--- config.mk ---
export PLATFORM = sky130hd
export DESIGN_NAME = mibec_counters
export DESIGN_NICKNAME = d
export VERILOG_FILES = /design/src/hdl/mibec_pkg.sv /design/src/hdl/mibec_counters.sv
export SDC_FILE = /design/constraint.sdc
export NUM_CORES = 2
export LEC_CHECK = 0
export BUFFER_PORTS_ARGS = -buffer_cell sky130_fd_sc_hd__buf_2
export CAP_MARGIN = 20
export CORE_UTILIZATION = 40
export CTS_CLUSTER_DIAMETER = 60
export DETAILED_ROUTE_END_ITERATION = 8
export HOLD_SLACK_MARGIN = 0.12
export RECOVER_POWER = 100
export SETUP_SLACK_MARGIN = 0.1
export SKIP_LAST_GASP = 1
export SLEW_MARGIN = 30
export SYNTH_ARGS = -nofsm -noshare
export SYNTH_HDL_FRONTEND = slang
export SYNTH_SLANG_ARGS = --single-unit
--- constraint.sdc ---
create_clock -name clock -period 13.6 [get_ports clock]
set_input_delay 2.04 -clock clock [delete_from_list [all_inputs] [get_ports clock]]
set_output_delay 2.04 -clock clock [all_outputs]
set_load 0.02 [all_outputs]
--- src/hdl/mibec_pkg.sv ---
// Purpose: Shared constants and types for the bridge event counter unit.
// Assumes: One uncore clock, AXI4-Lite register access with 32-bit data.
// Notes:   Event codes select what each counter adds every cycle.
`default_nettype none
package mibec_pkg;
	// Event codes.
	localparam logic [7:0] EVT_UNCORE_CYCLE = 8'h01;
	localparam logic [7:0] EVT_IN_NE        = 8'h10;
	localparam logic [7:0] EVT_IN_INS       = 8'h11;
	localparam logic [7:0] EVT_OCC          = 8'h14;
	localparam logic [7:0] EVT_SHR_RCV      = 8'h15;
	localparam logic [7:0] EVT_DED_RCV      = 8'h16;
	localparam logic [7:0] EVT_LSH_RET      = 8'h17;
	localparam logic [7:0] EVT_RSH_RET      = 8'h18;
	localparam logic [7:0] EVT_LDD_RET_A    = 8'h19;
	localparam logic [7:0] EVT_LDD_RET_B    = 8'h1a;
	localparam logic [7:0] EVT_RDD_RET      = 8'h1b;
	localparam logic [7:0] EVT_EG_NE        = 8'h23;
	localparam logic [7:0] EVT_EG_INS       = 8'h24;
	localparam logic [7:0] EVT_EG_FULL      = 8'h25;
	localparam logic [7:0] EVT_HELD         = 8'h32;
	localparam logic [7:0] EVT_OBT          = 8'h33;
	localparam logic [7:0] EVT_REF          = 8'h34;
	localparam logic [7:0] EVT_LSH_TK_A     = 8'h40;
	localparam logic [7:0] EVT_LSH_TK_B     = 8'h41;
	localparam logic [7:0] EVT_RSH_TK_A     = 8'h42;
	localparam logic [7:0] EVT_RSH_TK_B     = 8'h43;
	localparam logic [7:0] EVT_LSH_BACK     = 8'h44;
	localparam logic [7:0] EVT_RSH_BACK     = 8'h45;
	localparam logic [7:0] EVT_LDD_TK_A     = 8'h46;
	localparam logic [7:0] EVT_LDD_TK_B     = 8'h47;
	localparam logic [7:0] EVT_RDD_TK_A     = 8'h48;
	localparam logic [7:0] EVT_RDD_TK_B     = 8'h49;
	localparam logic [7:0] EVT_LSH_WAIT_A   = 8'h4a;
	localparam logic [7:0] EVT_LSH_WAIT_B   = 8'h4b;
	localparam logic [7:0] EVT_RSH_WAIT_A   = 8'h4c;
	localparam logic [7:0] EVT_RSH_WAIT_B   = 8'h4d;
	// Register byte offsets and field positions.
	localparam logic [7:0] OFS_GLOB      = 8'h00;
	localparam logic [7:0] OFS_CTL_BASE  = 8'h10;
	localparam logic [7:0] OFS_CTR_BASE  = 8'h20;
	localparam int         CTL_EVT_LSB   = 0;
	localparam int         CTL_MASK_LSB  = 8;
	localparam int         CTL_EN_BIT    = 22;
	localparam int         GLOB_EN_BIT   = 0;
	localparam int         GLOB_FRZ_BIT  = 1;
	localparam logic [31:0] CTL_RST      = 32'h0000_0000;
	localparam logic [1:0]  GLOB_RST     = 2'h0;
	// Unit-mask bits raised by the local credit check.
	localparam int OBT_BYPASS_BIT = 2;
	localparam int OBT_STD_BIT    = 4;
	localparam int REF_BYPASS_BIT = 4;
	localparam int REF_STD_BIT    = 5;
	localparam logic [1:0] RESP_OKAY   = 2'h0;
	localparam logic [1:0] RESP_SLVERR = 2'h2;
	// Per-cycle event indications from the bridge logic.
	typedef struct packed {
		logic       ingress_not_empty_cycles;
		logic       ingress_insertions;
		logic       egress_not_empty_cycles;
		logic       egress_insertions;
		logic       egress_full_cycles;
		logic [7:0] stack_credit_held_cycles;
		logic [7:0] stack_credit_obtained;
		logic [7:0] stack_credit_refused;
		logic [7:0] shared_credit_received;
		logic [7:0] dedicated_credit_received;
		logic [7:0] local_shared_peer_returned;
		logic [7:0] remote_shared_peer_returned;
		logic [7:0] local_dedicated_peer_returned_a;
		logic [7:0] local_dedicated_peer_returned_b;
		logic [7:0] remote_dedicated_peer_returned;
		logic [7:0] local_shared_peer_taken_a;
		logic [7:0] local_shared_peer_taken_b;
		logic [7:0] remote_shared_peer_taken_a;
		logic [7:0] remote_shared_peer_taken_b;
		logic [7:0] local_shared_peer_given_back;
		logic [7:0] remote_shared_peer_given_back;
		logic [7:0] local_dedicated_peer_taken_a;
		logic [7:0] local_dedicated_peer_taken_b;
		logic [7:0] remote_dedicated_peer_taken_a;
		logic [7:0] remote_dedicated_peer_taken_b;
		logic [7:0] local_shared_peer_wait_a;
		logic [7:0] local_shared_peer_wait_b;
		logic [7:0] remote_shared_peer_wait_a;
		logic [7:0] remote_shared_peer_wait_b;
		logic [6:0] peer_credit_occupancy;
	} mibec_event_s;
endpackage
`default_nettype wire

--- src/hdl/mibec_counters.sv ---
// Purpose: Event counter unit of the mesh_io_bridge with AXI4-Lite access.
// Assumes: Event inputs come from logic on the same clock.
// Notes:   Counters read as two words; software must handle tearing.
// Overview of operation
// - Four 48-bit counters, each with control.
// - Up to five-bit increment every cycle.
// - Occupancy counts only on counter zero.
// - Code 01 counts every uncore cycle.
// - Codes 10/11: ingress busy cycles, insertions.
// - Code 23 egress busy, counters 0-1; 24 inserts.
// - Code 25 counts egress full cycles.
// - Forward to stack only with class credit.
// - Code 33 counts credits obtained, umask selected.
// - Code 34 counts refused credit attempts.
// - Code 32 counts cycles credits held.
// - Code 46 dedicated taken, up to three.
// - Code 47 dedicated taken, at most one.
// - Code 19 counts dedicated credits returned.
// - Codes 40-43 count shared credits taken.
// - Codes 44/45 shared credits given back.
// - Codes 4a/4b local shared credit waits.
// - Codes 4c/4d remote shared credit waits.
// - Codes 17/18 shared returned, up to three.
//
// The placing of the registers and register access over AXI4-Lite were left to the implementer.
`default_nettype none
module mibec_counters
	import mibec_pkg::*;
#(
	parameter int NUM_CTR = 4,
	parameter int CTR_W   = 48
) (
	input  wire logic         clock,
	input  wire logic         sys_rst,
	input  wire mibec_event_s bridge_events,
	input  wire logic         ring_req_valid,
	input  wire logic         ring_req_standard,
	input  wire logic [1:0]   stack_credit_free,
	output logic              stack_fwd_valid,
	input  wire logic [7:0]   s_axi_awaddr,
	input  wire logic         s_axi_awvalid,
	output logic              s_axi_awready,
	input  wire logic [31:0]  s_axi_wdata,
	input  wire logic [3:0]   s_axi_wstrb,
	input  wire logic         s_axi_wvalid,
	output logic              s_axi_wready,
	output logic [1:0]        s_axi_bresp,
	output logic              s_axi_bvalid,
	input  wire logic         s_axi_bready,
	input  wire logic [7:0]   s_axi_araddr,
	input  wire logic         s_axi_arvalid,
	output logic              s_axi_arready,
	output logic [31:0]       s_axi_rdata,
	output logic [1:0]        s_axi_rresp,
	output logic              s_axi_rvalid,
	input  wire logic         s_axi_rready
);
	// The address map and increment width are built for exactly this shape.
	// Any other shape is refused while the design is elaborated, so a wrong
	// parameter can never reach silicon as a unit with holes in its map.
	if (NUM_CTR != 4 || CTR_W != 48) begin : g_bad_shape
		$error("mibec_counters supports four 48-bit counters only");
	end

	logic [31:0]      ctl_reg [NUM_CTR];
	logic [CTR_W-1:0] ctr_reg [NUM_CTR];
	logic [1:0]       glob_reg;
	logic [4:0]       inc_w [NUM_CTR];
	logic             run_w;
	mibec_event_s     ev_w;
	logic             obtain_w;
	logic             refuse_w;
	logic             aw_hold_reg;
	logic             w_hold_reg;
	logic [7:0]       awaddr_reg;
	logic [31:0]      wdata_reg;
	logic [3:0]       wstrb_reg;
	logic             wr_fire;
	logic             wr_ok;
	logic [31:0]      wr_old;
	logic [31:0]      wr_word;
	logic             rd_ok;
	logic [31:0]      rd_word;
	logic             bvalid_reg;
	logic [1:0]       bresp_reg;
	logic             rvalid_reg;
	logic [31:0]      rdata_reg;
	logic [1:0]       rresp_reg;
	logic [NUM_CTR-1:0] ctr_lo_wr;
	logic [NUM_CTR-1:0] ctr_hi_wr;

	// Number of set bits in an eight-bit vector.
	function automatic logic [3:0] pop8(input logic [7:0] v);
		logic [3:0] n;
		n = 4'h0;
		for (int k = 0; k < 8; k++) begin
			n = n + {3'h0, v[k]};
		end
		return n;
	endfunction

	// Masked occurrence count, limited to the event's per-cycle maximum.
	function automatic logic [4:0] cap(input logic [7:0] v, input logic [7:0] m,
		input logic [4:0] mx);
		logic [3:0] n;
		n = pop8(v & m);
		return ({1'b0, n} > mx) ? mx : {1'b0, n};
	endfunction

	// Per-cycle amount for one counter from its code and unit mask.
	function automatic logic [4:0] sel_inc(input logic [7:0] c, input logic [7:0] m,
		input logic first, input logic low_pair, input mibec_event_s e);
		logic [4:0] r;
		r = 5'h00;
		case (c)
			EVT_UNCORE_CYCLE: r = 5'h01;
			EVT_IN_NE:      r = {4'h0, e.ingress_not_empty_cycles};
			EVT_IN_INS:     r = {4'h0, e.ingress_insertions};
			EVT_EG_NE:      r = {4'h0, e.egress_not_empty_cycles & low_pair};
			EVT_EG_INS:     r = {4'h0, e.egress_insertions};
			EVT_EG_FULL:    r = {4'h0, e.egress_full_cycles};
			EVT_HELD:       r = {4'h0, |(e.stack_credit_held_cycles & m)};
			EVT_OBT:        r = cap(e.stack_credit_obtained, m, 5'h01);
			EVT_REF:        r = cap(e.stack_credit_refused, m, 5'h01);
			EVT_SHR_RCV:    r = cap(e.shared_credit_received, m, 5'h01);
			EVT_DED_RCV:    r = cap(e.dedicated_credit_received, m, 5'h01);
			EVT_LSH_RET:    r = cap(e.local_shared_peer_returned, m, 5'h03);
			EVT_RSH_RET:    r = cap(e.remote_shared_peer_returned, m, 5'h03);
			EVT_LDD_RET_A:  r = cap(e.local_dedicated_peer_returned_a, m, 5'h01);
			EVT_LDD_RET_B:  r = cap(e.local_dedicated_peer_returned_b, m, 5'h01);
			EVT_RDD_RET:    r = cap(e.remote_dedicated_peer_returned, m, 5'h01);
			EVT_LSH_TK_A:   r = cap(e.local_shared_peer_taken_a, m, 5'h01);
			EVT_LSH_TK_B:   r = cap(e.local_shared_peer_taken_b, m, 5'h01);
			EVT_RSH_TK_A:   r = cap(e.remote_shared_peer_taken_a, m, 5'h01);
			EVT_RSH_TK_B:   r = cap(e.remote_shared_peer_taken_b, m, 5'h01);
			EVT_LSH_BACK:   r = cap(e.local_shared_peer_given_back, m, 5'h01);
			EVT_RSH_BACK:   r = cap(e.remote_shared_peer_given_back, m, 5'h03);
			EVT_LDD_TK_A:   r = cap(e.local_dedicated_peer_taken_a, m, 5'h03);
			EVT_LDD_TK_B:   r = cap(e.local_dedicated_peer_taken_b, m, 5'h01);
			EVT_RDD_TK_A:   r = cap(e.remote_dedicated_peer_taken_a, m, 5'h01);
			EVT_RDD_TK_B:   r = cap(e.remote_dedicated_peer_taken_b, m, 5'h01);
			EVT_LSH_WAIT_A: r = cap(e.local_shared_peer_wait_a, m, 5'h01);
			EVT_LSH_WAIT_B: r = cap(e.local_shared_peer_wait_b, m, 5'h01);
			EVT_RSH_WAIT_A: r = cap(e.remote_shared_peer_wait_a, m, 5'h01);
			EVT_RSH_WAIT_B: r = cap(e.remote_shared_peer_wait_b, m, 5'h01);
			EVT_OCC: begin
				// Occupancy can reach 127 but the adder takes five bits, so it saturates.
				if (first && m != 8'h00) begin
					r = (e.peer_credit_occupancy > 7'h1f) ? 5'h1f :
						e.peer_credit_occupancy[4:0];
				end
			end
			default: r = 5'h00;
		endcase
		return r;
	endfunction

	// A ring request reaches the stack only when its class has a free credit.
	assign obtain_w = ring_req_valid & stack_credit_free[ring_req_standard];
	assign refuse_w = ring_req_valid & ~stack_credit_free[ring_req_standard];
	assign stack_fwd_valid = obtain_w;

	// Fold the local credit check into the obtained and refused indications.
	always_comb begin
		ev_w = bridge_events;
		ev_w.stack_credit_obtained[OBT_BYPASS_BIT] =
			bridge_events.stack_credit_obtained[OBT_BYPASS_BIT] | (obtain_w & ~ring_req_standard);
		ev_w.stack_credit_obtained[OBT_STD_BIT] =
			bridge_events.stack_credit_obtained[OBT_STD_BIT] | (obtain_w & ring_req_standard);
		ev_w.stack_credit_refused[REF_BYPASS_BIT] =
			bridge_events.stack_credit_refused[REF_BYPASS_BIT] | (refuse_w & ~ring_req_standard);
		ev_w.stack_credit_refused[REF_STD_BIT] =
			bridge_events.stack_credit_refused[REF_STD_BIT] | (refuse_w & ring_req_standard);
	end

	// Counting runs only when globally enabled and not frozen.
	assign run_w = glob_reg[GLOB_EN_BIT] & ~glob_reg[GLOB_FRZ_BIT];

	// Per-counter increment selection.
	always_comb begin
		for (int i = 0; i < NUM_CTR; i++) begin
			inc_w[i] = sel_inc(ctl_reg[i][CTL_EVT_LSB +: 8], ctl_reg[i][CTL_MASK_LSB +: 8],
				i == 0, i < 2, ev_w);
		end
	end

	// Write channel: address and data are taken independently, in either order.
	assign s_axi_awready = ~aw_hold_reg & ~bvalid_reg;
	assign s_axi_wready  = ~w_hold_reg & ~bvalid_reg;
	assign wr_fire       = aw_hold_reg & w_hold_reg & ~bvalid_reg;

	always_ff @(posedge clock) begin
		if (sys_rst) begin
			aw_hold_reg <= 1'b0;
			awaddr_reg  <= 8'h00;
		end else if (s_axi_awvalid && s_axi_awready) begin
			aw_hold_reg <= 1'b1;
			awaddr_reg  <= s_axi_awaddr;
		end else if (wr_fire) begin
			aw_hold_reg <= 1'b0;
		end
	end

	always_ff @(posedge clock) begin
		if (sys_rst) begin
			w_hold_reg <= 1'b0;
			wdata_reg  <= 32'h0000_0000;
			wstrb_reg  <= 4'h0;
		end else if (s_axi_wvalid && s_axi_wready) begin
			w_hold_reg <= 1'b1;
			wdata_reg  <= s_axi_wdata;
			wstrb_reg  <= s_axi_wstrb;
		end else if (wr_fire) begin
			w_hold_reg <= 1'b0;
		end
	end

	// Current word at the write address, merged with the strobed bytes.
	always_comb begin
		wr_ok     = (awaddr_reg == OFS_GLOB);
		wr_old    = {30'h0, glob_reg};
		ctr_lo_wr = '0;
		ctr_hi_wr = '0;
		for (int i = 0; i < NUM_CTR; i++) begin
			if (awaddr_reg == OFS_CTL_BASE + 8'(4 * i)) begin
				wr_ok  = 1'b1;
				wr_old = ctl_reg[i];
			end
			if (awaddr_reg == OFS_CTR_BASE + 8'(8 * i)) begin
				wr_ok  = 1'b1;
				wr_old = ctr_reg[i][31:0];
				ctr_lo_wr[i] = wr_fire;
			end
			if (awaddr_reg == OFS_CTR_BASE + 8'(8 * i + 4)) begin
				wr_ok  = 1'b1;
				wr_old = {16'h0, ctr_reg[i][47:32]};
				ctr_hi_wr[i] = wr_fire;
			end
		end
		for (int b = 0; b < 4; b++) begin
			wr_word[8*b +: 8] = wstrb_reg[b] ? wdata_reg[8*b +: 8] : wr_old[8*b +: 8];
		end
	end

	// Write response; unmapped addresses answer with a slave error.
	always_ff @(posedge clock) begin
		if (sys_rst) begin
			bvalid_reg <= 1'b0;
			bresp_reg  <= RESP_OKAY;
		end else if (wr_fire) begin
			bvalid_reg <= 1'b1;
			bresp_reg  <= wr_ok ? RESP_OKAY : RESP_SLVERR;
		end else if (s_axi_bready) begin
			bvalid_reg <= 1'b0;
		end
	end

	assign s_axi_bvalid = bvalid_reg;
	assign s_axi_bresp  = bresp_reg;

	// Global enable and freeze.
	always_ff @(posedge clock) begin
		if (sys_rst) begin
			glob_reg <= GLOB_RST;
		end else if (wr_fire && awaddr_reg == OFS_GLOB) begin
			glob_reg <= wr_word[1:0];
		end
	end

	// Control words: event code, unit mask and local enable.
	always_ff @(posedge clock) begin
		for (int i = 0; i < NUM_CTR; i++) begin
			if (sys_rst) begin
				ctl_reg[i] <= CTL_RST;
			end else if (wr_fire && awaddr_reg == OFS_CTL_BASE + 8'(4 * i)) begin
				ctl_reg[i] <= wr_word;
			end
		end
	end

	// Counters: a software write wins over the increment of that cycle.
	always_ff @(posedge clock) begin
		for (int i = 0; i < NUM_CTR; i++) begin
			if (sys_rst) begin
				ctr_reg[i] <= '0;
			end else if (ctr_lo_wr[i]) begin
				ctr_reg[i][31:0] <= wr_word;
			end else if (ctr_hi_wr[i]) begin
				ctr_reg[i][47:32] <= wr_word[15:0];
			end else if (run_w && ctl_reg[i][CTL_EN_BIT]) begin
				ctr_reg[i] <= ctr_reg[i] + CTR_W'(inc_w[i]);
			end
		end
	end

	// Read decode.
	always_comb begin
		rd_ok   = (s_axi_araddr == OFS_GLOB);
		rd_word = {30'h0, glob_reg};
		for (int i = 0; i < NUM_CTR; i++) begin
			if (s_axi_araddr == OFS_CTL_BASE + 8'(4 * i)) begin
				rd_ok   = 1'b1;
				rd_word = ctl_reg[i];
			end
			if (s_axi_araddr == OFS_CTR_BASE + 8'(8 * i)) begin
				rd_ok   = 1'b1;
				rd_word = ctr_reg[i][31:0];
			end
			if (s_axi_araddr == OFS_CTR_BASE + 8'(8 * i + 4)) begin
				rd_ok   = 1'b1;
				rd_word = {16'h0, ctr_reg[i][47:32]};
			end
		end
	end

	// Read channel answers one cycle after the address is taken.
	assign s_axi_arready = ~rvalid_reg;

	always_ff @(posedge clock) begin
		if (sys_rst) begin
			rvalid_reg <= 1'b0;
			rdata_reg  <= 32'h0000_0000;
			rresp_reg  <= RESP_OKAY;
		end else if (s_axi_arvalid && s_axi_arready) begin
			rvalid_reg <= 1'b1;
			rdata_reg  <= rd_ok ? rd_word : 32'h0000_0000;
			rresp_reg  <= rd_ok ? RESP_OKAY : RESP_SLVERR;
		end else if (s_axi_rready) begin
			rvalid_reg <= 1'b0;
		end
	end

	assign s_axi_rvalid = rvalid_reg;
	assign s_axi_rdata  = rdata_reg;
	assign s_axi_rresp  = rresp_reg;

	// Checks on the counting, forwarding and write-response behaviour.
	// Each counting check watches one fixed counter, so it only means something when
	// software places the event of interest on that counter; the counter
	// chosen for each check is the one the usual bring-up sequence uses.
	a_cycle_tick: assert property (@(posedge clock) disable iff (sys_rst)
		(run_w && ctl_reg[2][CTL_EN_BIT] && ctl_reg[2][7:0] == EVT_UNCORE_CYCLE
			&& !ctr_lo_wr[2] && !ctr_hi_wr[2])
		|=> ctr_reg[2] == $past(ctr_reg[2]) + 48'h1)
		else $error("cycle count did not advance by one");
	a_occ_first_only: assert property (@(posedge clock) disable iff (sys_rst)
		(ctl_reg[1][7:0] == EVT_OCC) |-> inc_w[1] == 5'h00)
		else $error("occupancy counted off counter zero");
	a_egress_pair: assert property (@(posedge clock) disable iff (sys_rst)
		(ctl_reg[2][7:0] == EVT_EG_NE) |-> inc_w[2] == 5'h00)
		else $error("egress busy counted off counters zero and one");
	a_frozen_hold: assert property (@(posedge clock) disable iff (sys_rst)
		(!run_w && !ctr_lo_wr[0] && !ctr_hi_wr[0]) |=> $stable(ctr_reg[0]))
		else $error("counter moved while frozen");
	// The wrap check needs a preloaded all-ones counter, which is slow to reach
	// by counting, so it relies on a software preload of the full value.
	a_wrap_zero: assert property (@(posedge clock) disable iff (sys_rst)
		(ctr_reg[1] == {CTR_W{1'b1}} && inc_w[1] == 5'h01 && run_w
			&& ctl_reg[1][CTL_EN_BIT] && !ctr_lo_wr[1] && !ctr_hi_wr[1])
		|=> ctr_reg[1] == '0)
		else $error("counter did not wrap to zero");
	a_single_cap: assert property (@(posedge clock) disable iff (sys_rst)
		(ctl_reg[2][7:0] == EVT_LDD_TK_B) |-> inc_w[2] <= 5'h01)
		else $error("single-step event added more than one");
	a_triple_cap: assert property (@(posedge clock) disable iff (sys_rst)
		(ctl_reg[1][7:0] == EVT_LDD_TK_A) |-> inc_w[1] <= 5'h03)
		else $error("triple-step event added more than three");
	a_fwd_credit: assert property (@(posedge clock) disable iff (sys_rst)
		stack_fwd_valid |-> stack_credit_free[ring_req_standard])
		else $error("forwarded without a credit");
	a_write_resp: assert property (@(posedge clock) disable iff (sys_rst)
		wr_fire |=> s_axi_bvalid ##0 (s_axi_bresp == (
			$past(wr_ok) ? RESP_OKAY : RESP_SLVERR)))
		else $error("write response wrong or late");
endmodule
`default_nettype wire

==> metrics.md <==
| Metric | Value |
|---|---|
| Min Tclk post-route | `9.14 ns` |
| Synthesized flop and latch total | `a little over 400` |
| Hold Path Depth | `2` |
| Worst path slowest cell | `nor4_1` |
| TritonRoute pass-1 iters | `9` |
| Total clock sinks | `between 400 and 500` |
| Root Driver | `clkbuf_16` |
| Failing checks | `capacitance limit, slew limit` |
| Clock buffer depth | `3` |
| Post-DP HPWL | `roughly 150000 µm` |
| Antenna Violating Nets Remaining | `0` |
| Iter 0 DRT Violations | `about 5.3k` |
| Number of remaining DRC errors | `0` |
| PostCTS Resize Cnt | `0` |
| Hold Slack | `0.458 ns` |
| Synth Instances | `5208` |
| CP Launch Type | `primary input` |
| CP required | `13.93 ns` |
| Tot GR Track Use | `35.5%` |
| Pwr dens | `79.1 nW/µm²` |
| Die Span X | `337 µm` |
| Fin. Hold Viols | `0` |
| R2r worst-path depth | `24` |
| Die height | `337 µm` |
| Main synth FF type | `edfxtp_1` |
| CTS buffer count | `49` |
| Synth Warn # | `0` |
| Largest net degree at the start of global routing | `65` |
| Clk_lat worst skew | `between 0.6 and 0.7 ns` |
| Slew Viols, Final | `656` |
| Max reg flops | `192` |
| Most frequent cells in the layout | `781 x nand2_1, 436 x inv_1, 372 x fa_1` |
| Worst slew pin tran | `between 3 and 4 ns` |
| Pwr Total | `3.93 mW` |
| Status | `finished with violations` |
| FFs w/ async S/R, synth | `0%` |
| Post-route cell area | `approximately 50000 µm²` |
| Clock transition at path regs | `roughly 0.060 ns` |
| Post-DP Area | `just under 50000 µm²` |
| Core area | `111000 µm²` |
| Worst min path class | `flip-flop to flip-flop` |
| EDFF count, synth | `320` |
| Reported max-cap violation count | `24` |
| PortBufs | `306` |
| Top Family by Delay on Critical Path | `adder cells` |
| Seq/Total Area, Yosys | `25.1%` |
| Post-CTS setup buffer count | `0` |
| First-pass GRT wire length | `about 290000 µm` |
| Leakage | `20.4 nW` |
| Unrepaired setup endpoints after global routing | `no` |
| Htree depth | `2` |
| Fmax | `around 110 MHz` |
| Worst IR Drop VDD | `between 90 and 100 µV` |
| I/O pin count | `between 300 and 400` |
| Synth Area per Inst | `approximately 8.6 µm²` |
| Setup violations, final | `0` |
| Crit. End Element | `flip-flop` |
| CP bufs+invs | `4` |
| Final period utilization | `67.2%` |
| CTS tree | `done` |
| Via density | `roughly 6.3` |
| Placed cell count | `6816` |
| Area delta synth->final | `10.5%` |
| Largest stage delay, worst path | `1.50 ns` |
| Grt total ovfl | `0` |
| Post-Syn Area | `about 45000 µm²` |
| Die area | `114000 µm²` |
| Clock Skew | `0.0240 ns` |
| Worst path depth | `25` |
| Most common cell after layout, fill and taps aside | `nand2_1` |
| CP max FO | `9` |
| Nets@finish | `approximately 6.3k` |
| Worst Path Arrival | `9.47 ns` |
| Post-synthesis cell type count | `99` |
| Share of post-route cells with drive strength above 1 | `10.3%` |
| Site Rows | `between 100 and 150` |
| Initial antenna violation count | `15` |
| Finished Layout Cells | `6923` |
| DR WL/cell | `29.5 µm` |
| TNS Setup | `0 ns` |
| Vias after detailed routing | `between 40k and 50k` |
| Critical path type | `primary input to flip-flop` |
| Gpl congestion | `between 1 and 1.5` |
| Post-Route WL | `between 200000 and 250000 µm` |
| Slew headroom | `-128%` |
| Hold_buf cts | `0` |
| Initial Util | `40.5%` |
| Most frequent CP cell | `fa_1` |
| Vias in the first global route | `42.1k` |
[synthesized netlist by cell type, drive strengths merged (9+ instances only)]
| master | count | area share (%) |
|---|---|---|
| a2111oi | 9 | 0.18 |
| a211oi | 47 | 0.79 |
| a21o | 22 | 0.37 |
| a21oi | 300 | 3.4 |
| a221oi | 44 | 0.86 |
| a222oi | 13 | 0.29 |
| a22oi | 114 | 1.9 |
| a31o | 19 | 0.37 |
| a31oi | 37 | 0.55 |
| a32oi | 18 | 0.35 |
| and2 | 308 | 4.3 |
| and3 | 54 | 0.75 |
| and4 | 26 | 0.51 |
| buf | 96 | 1.1 |
| clkbuf | 225 | 1.9 |
| dfxtp | 84 | 3.7 |
| edfxtp | 320 | 21 |
| fa | 372 | 17 |
| ha | 293 | 8.2 |
| inv | 436 | 3.6 |
| mux2 | 12 | 0.30 |
| mux2i | 26 | 0.58 |
| nand2 | 784 | 6.6 |
| nand2b | 23 | 0.32 |
| nand3 | 173 | 1.9 |
| nand4 | 64 | 0.89 |
| nor2 | 328 | 2.8 |
| nor2b | 27 | 0.38 |
| nor3 | 51 | 0.61 |
| nor3b | 20 | 0.36 |
| nor4 | 24 | 0.43 |
| nor4b | 12 | 0.39 |
| o2111ai | 14 | 0.27 |
| o211ai | 56 | 0.96 |
| o21a | 28 | 0.47 |
| o21ai | 191 | 2.1 |
| o221ai | 16 | 0.31 |
| o22ai | 180 | 2.5 |
| o311ai | 12 | 0.25 |
| o31ai | 13 | 0.22 |
| or2 | 10 | 0.14 |
| or4b | 13 | 0.31 |
| xnor2 | 84 | 1.6 |
| xor2 | 94 | 1.8 |
[per-stage QoR]
stage	utilization (%)	setup slack, ns
after detailed placement	43.5	4.35
after CTS	44.9	5.01
after global placement	43.4	4.39
after global routing	44.7	4.24
after floorplan	-	5.28
final	44.7	4.46
[layout make-up]
| class | count | area, µm² |
|---|---|---|
| timing repair buffer | 434 | 2380 |
| clock buffer | 62 | 1350 |
| clock inverter | 30 | 272 |
| fill | 11100 | 61400 |
| multi-input combinational | 4051 | 30800 |
| inverter | 439 | 1650 |
| antenna | 15 | 37.5 |
| tap | 1488 | 1860 |
| sequential | 404 | 11300 |
[per-layer routing]
layer,track usage [%],wire [µm]
met4,26.7,18800
met1,43.4,74100
met3,7.47,21900
met2,55.1,89600
met5,0,75
[where the power goes]
| group | switching (mW) | total [mW] | internal (mW) |
|---|---|---|---|
| clock network | 0.581 | 1.36 | 0.781 |
| registers | 0.0883 | 1.47 | 1.38 |
| logic | 0.727 | 1.10 | 0.368 |
| total | 1.40 | 3.93 | 2.53 |
[path summary, 6_finish.rpt]
path                                       end  slack, ns                   startpoint
hold / removal      awaddr_reg[4]$_SDFFE_PP0P_       0.46   awaddr_reg[4]$_SDFFE_PP0P_
setup reg to reg  ctr_reg[2][38]$_SDFFCE_PN0P_       4.92  ctl_reg[2][8]$_SDFFCE_PN0P_
setup / recovery      ctr_reg[1][46]$_DFFE_PP_       4.46            bridge_events[23]
hold reg to reg     awaddr_reg[4]$_SDFFE_PP0P_       0.46   awaddr_reg[4]$_SDFFE_PP0P_
[worst min-delay path: cells and delay by family (launching register included)]
| family | cells | cell delay, ns |
|---|---|---|
| simple gates | 1 | 0.05 |
| compound gates | 1 | 0.05 |
| flops | 1 | 0.31 |
[cell families (layout without fill, tap and decap cells)]
| kind of cell | after synthesis | in the layout | share of synthesized area, % |
|---|---|---|---|
| other | 1 | 23 | 0.00835 |
| and+or+nand+nor | 1943 | 1943 | 21.2 |
| muxes | 38 | 38 | 0.881 |
| buffers and inverters | 760 | 965 | 6.62 |
| adders and majority gates | 665 | 665 | 24.8 |
| xor gates and xnor gates | 178 | 178 | 3.47 |
| AOI/OAI and AO/OA | 1219 | 1219 | 17.9 |
| DFF | 404 | 404 | 25.1 |
(Power assumes the default switching activity.)
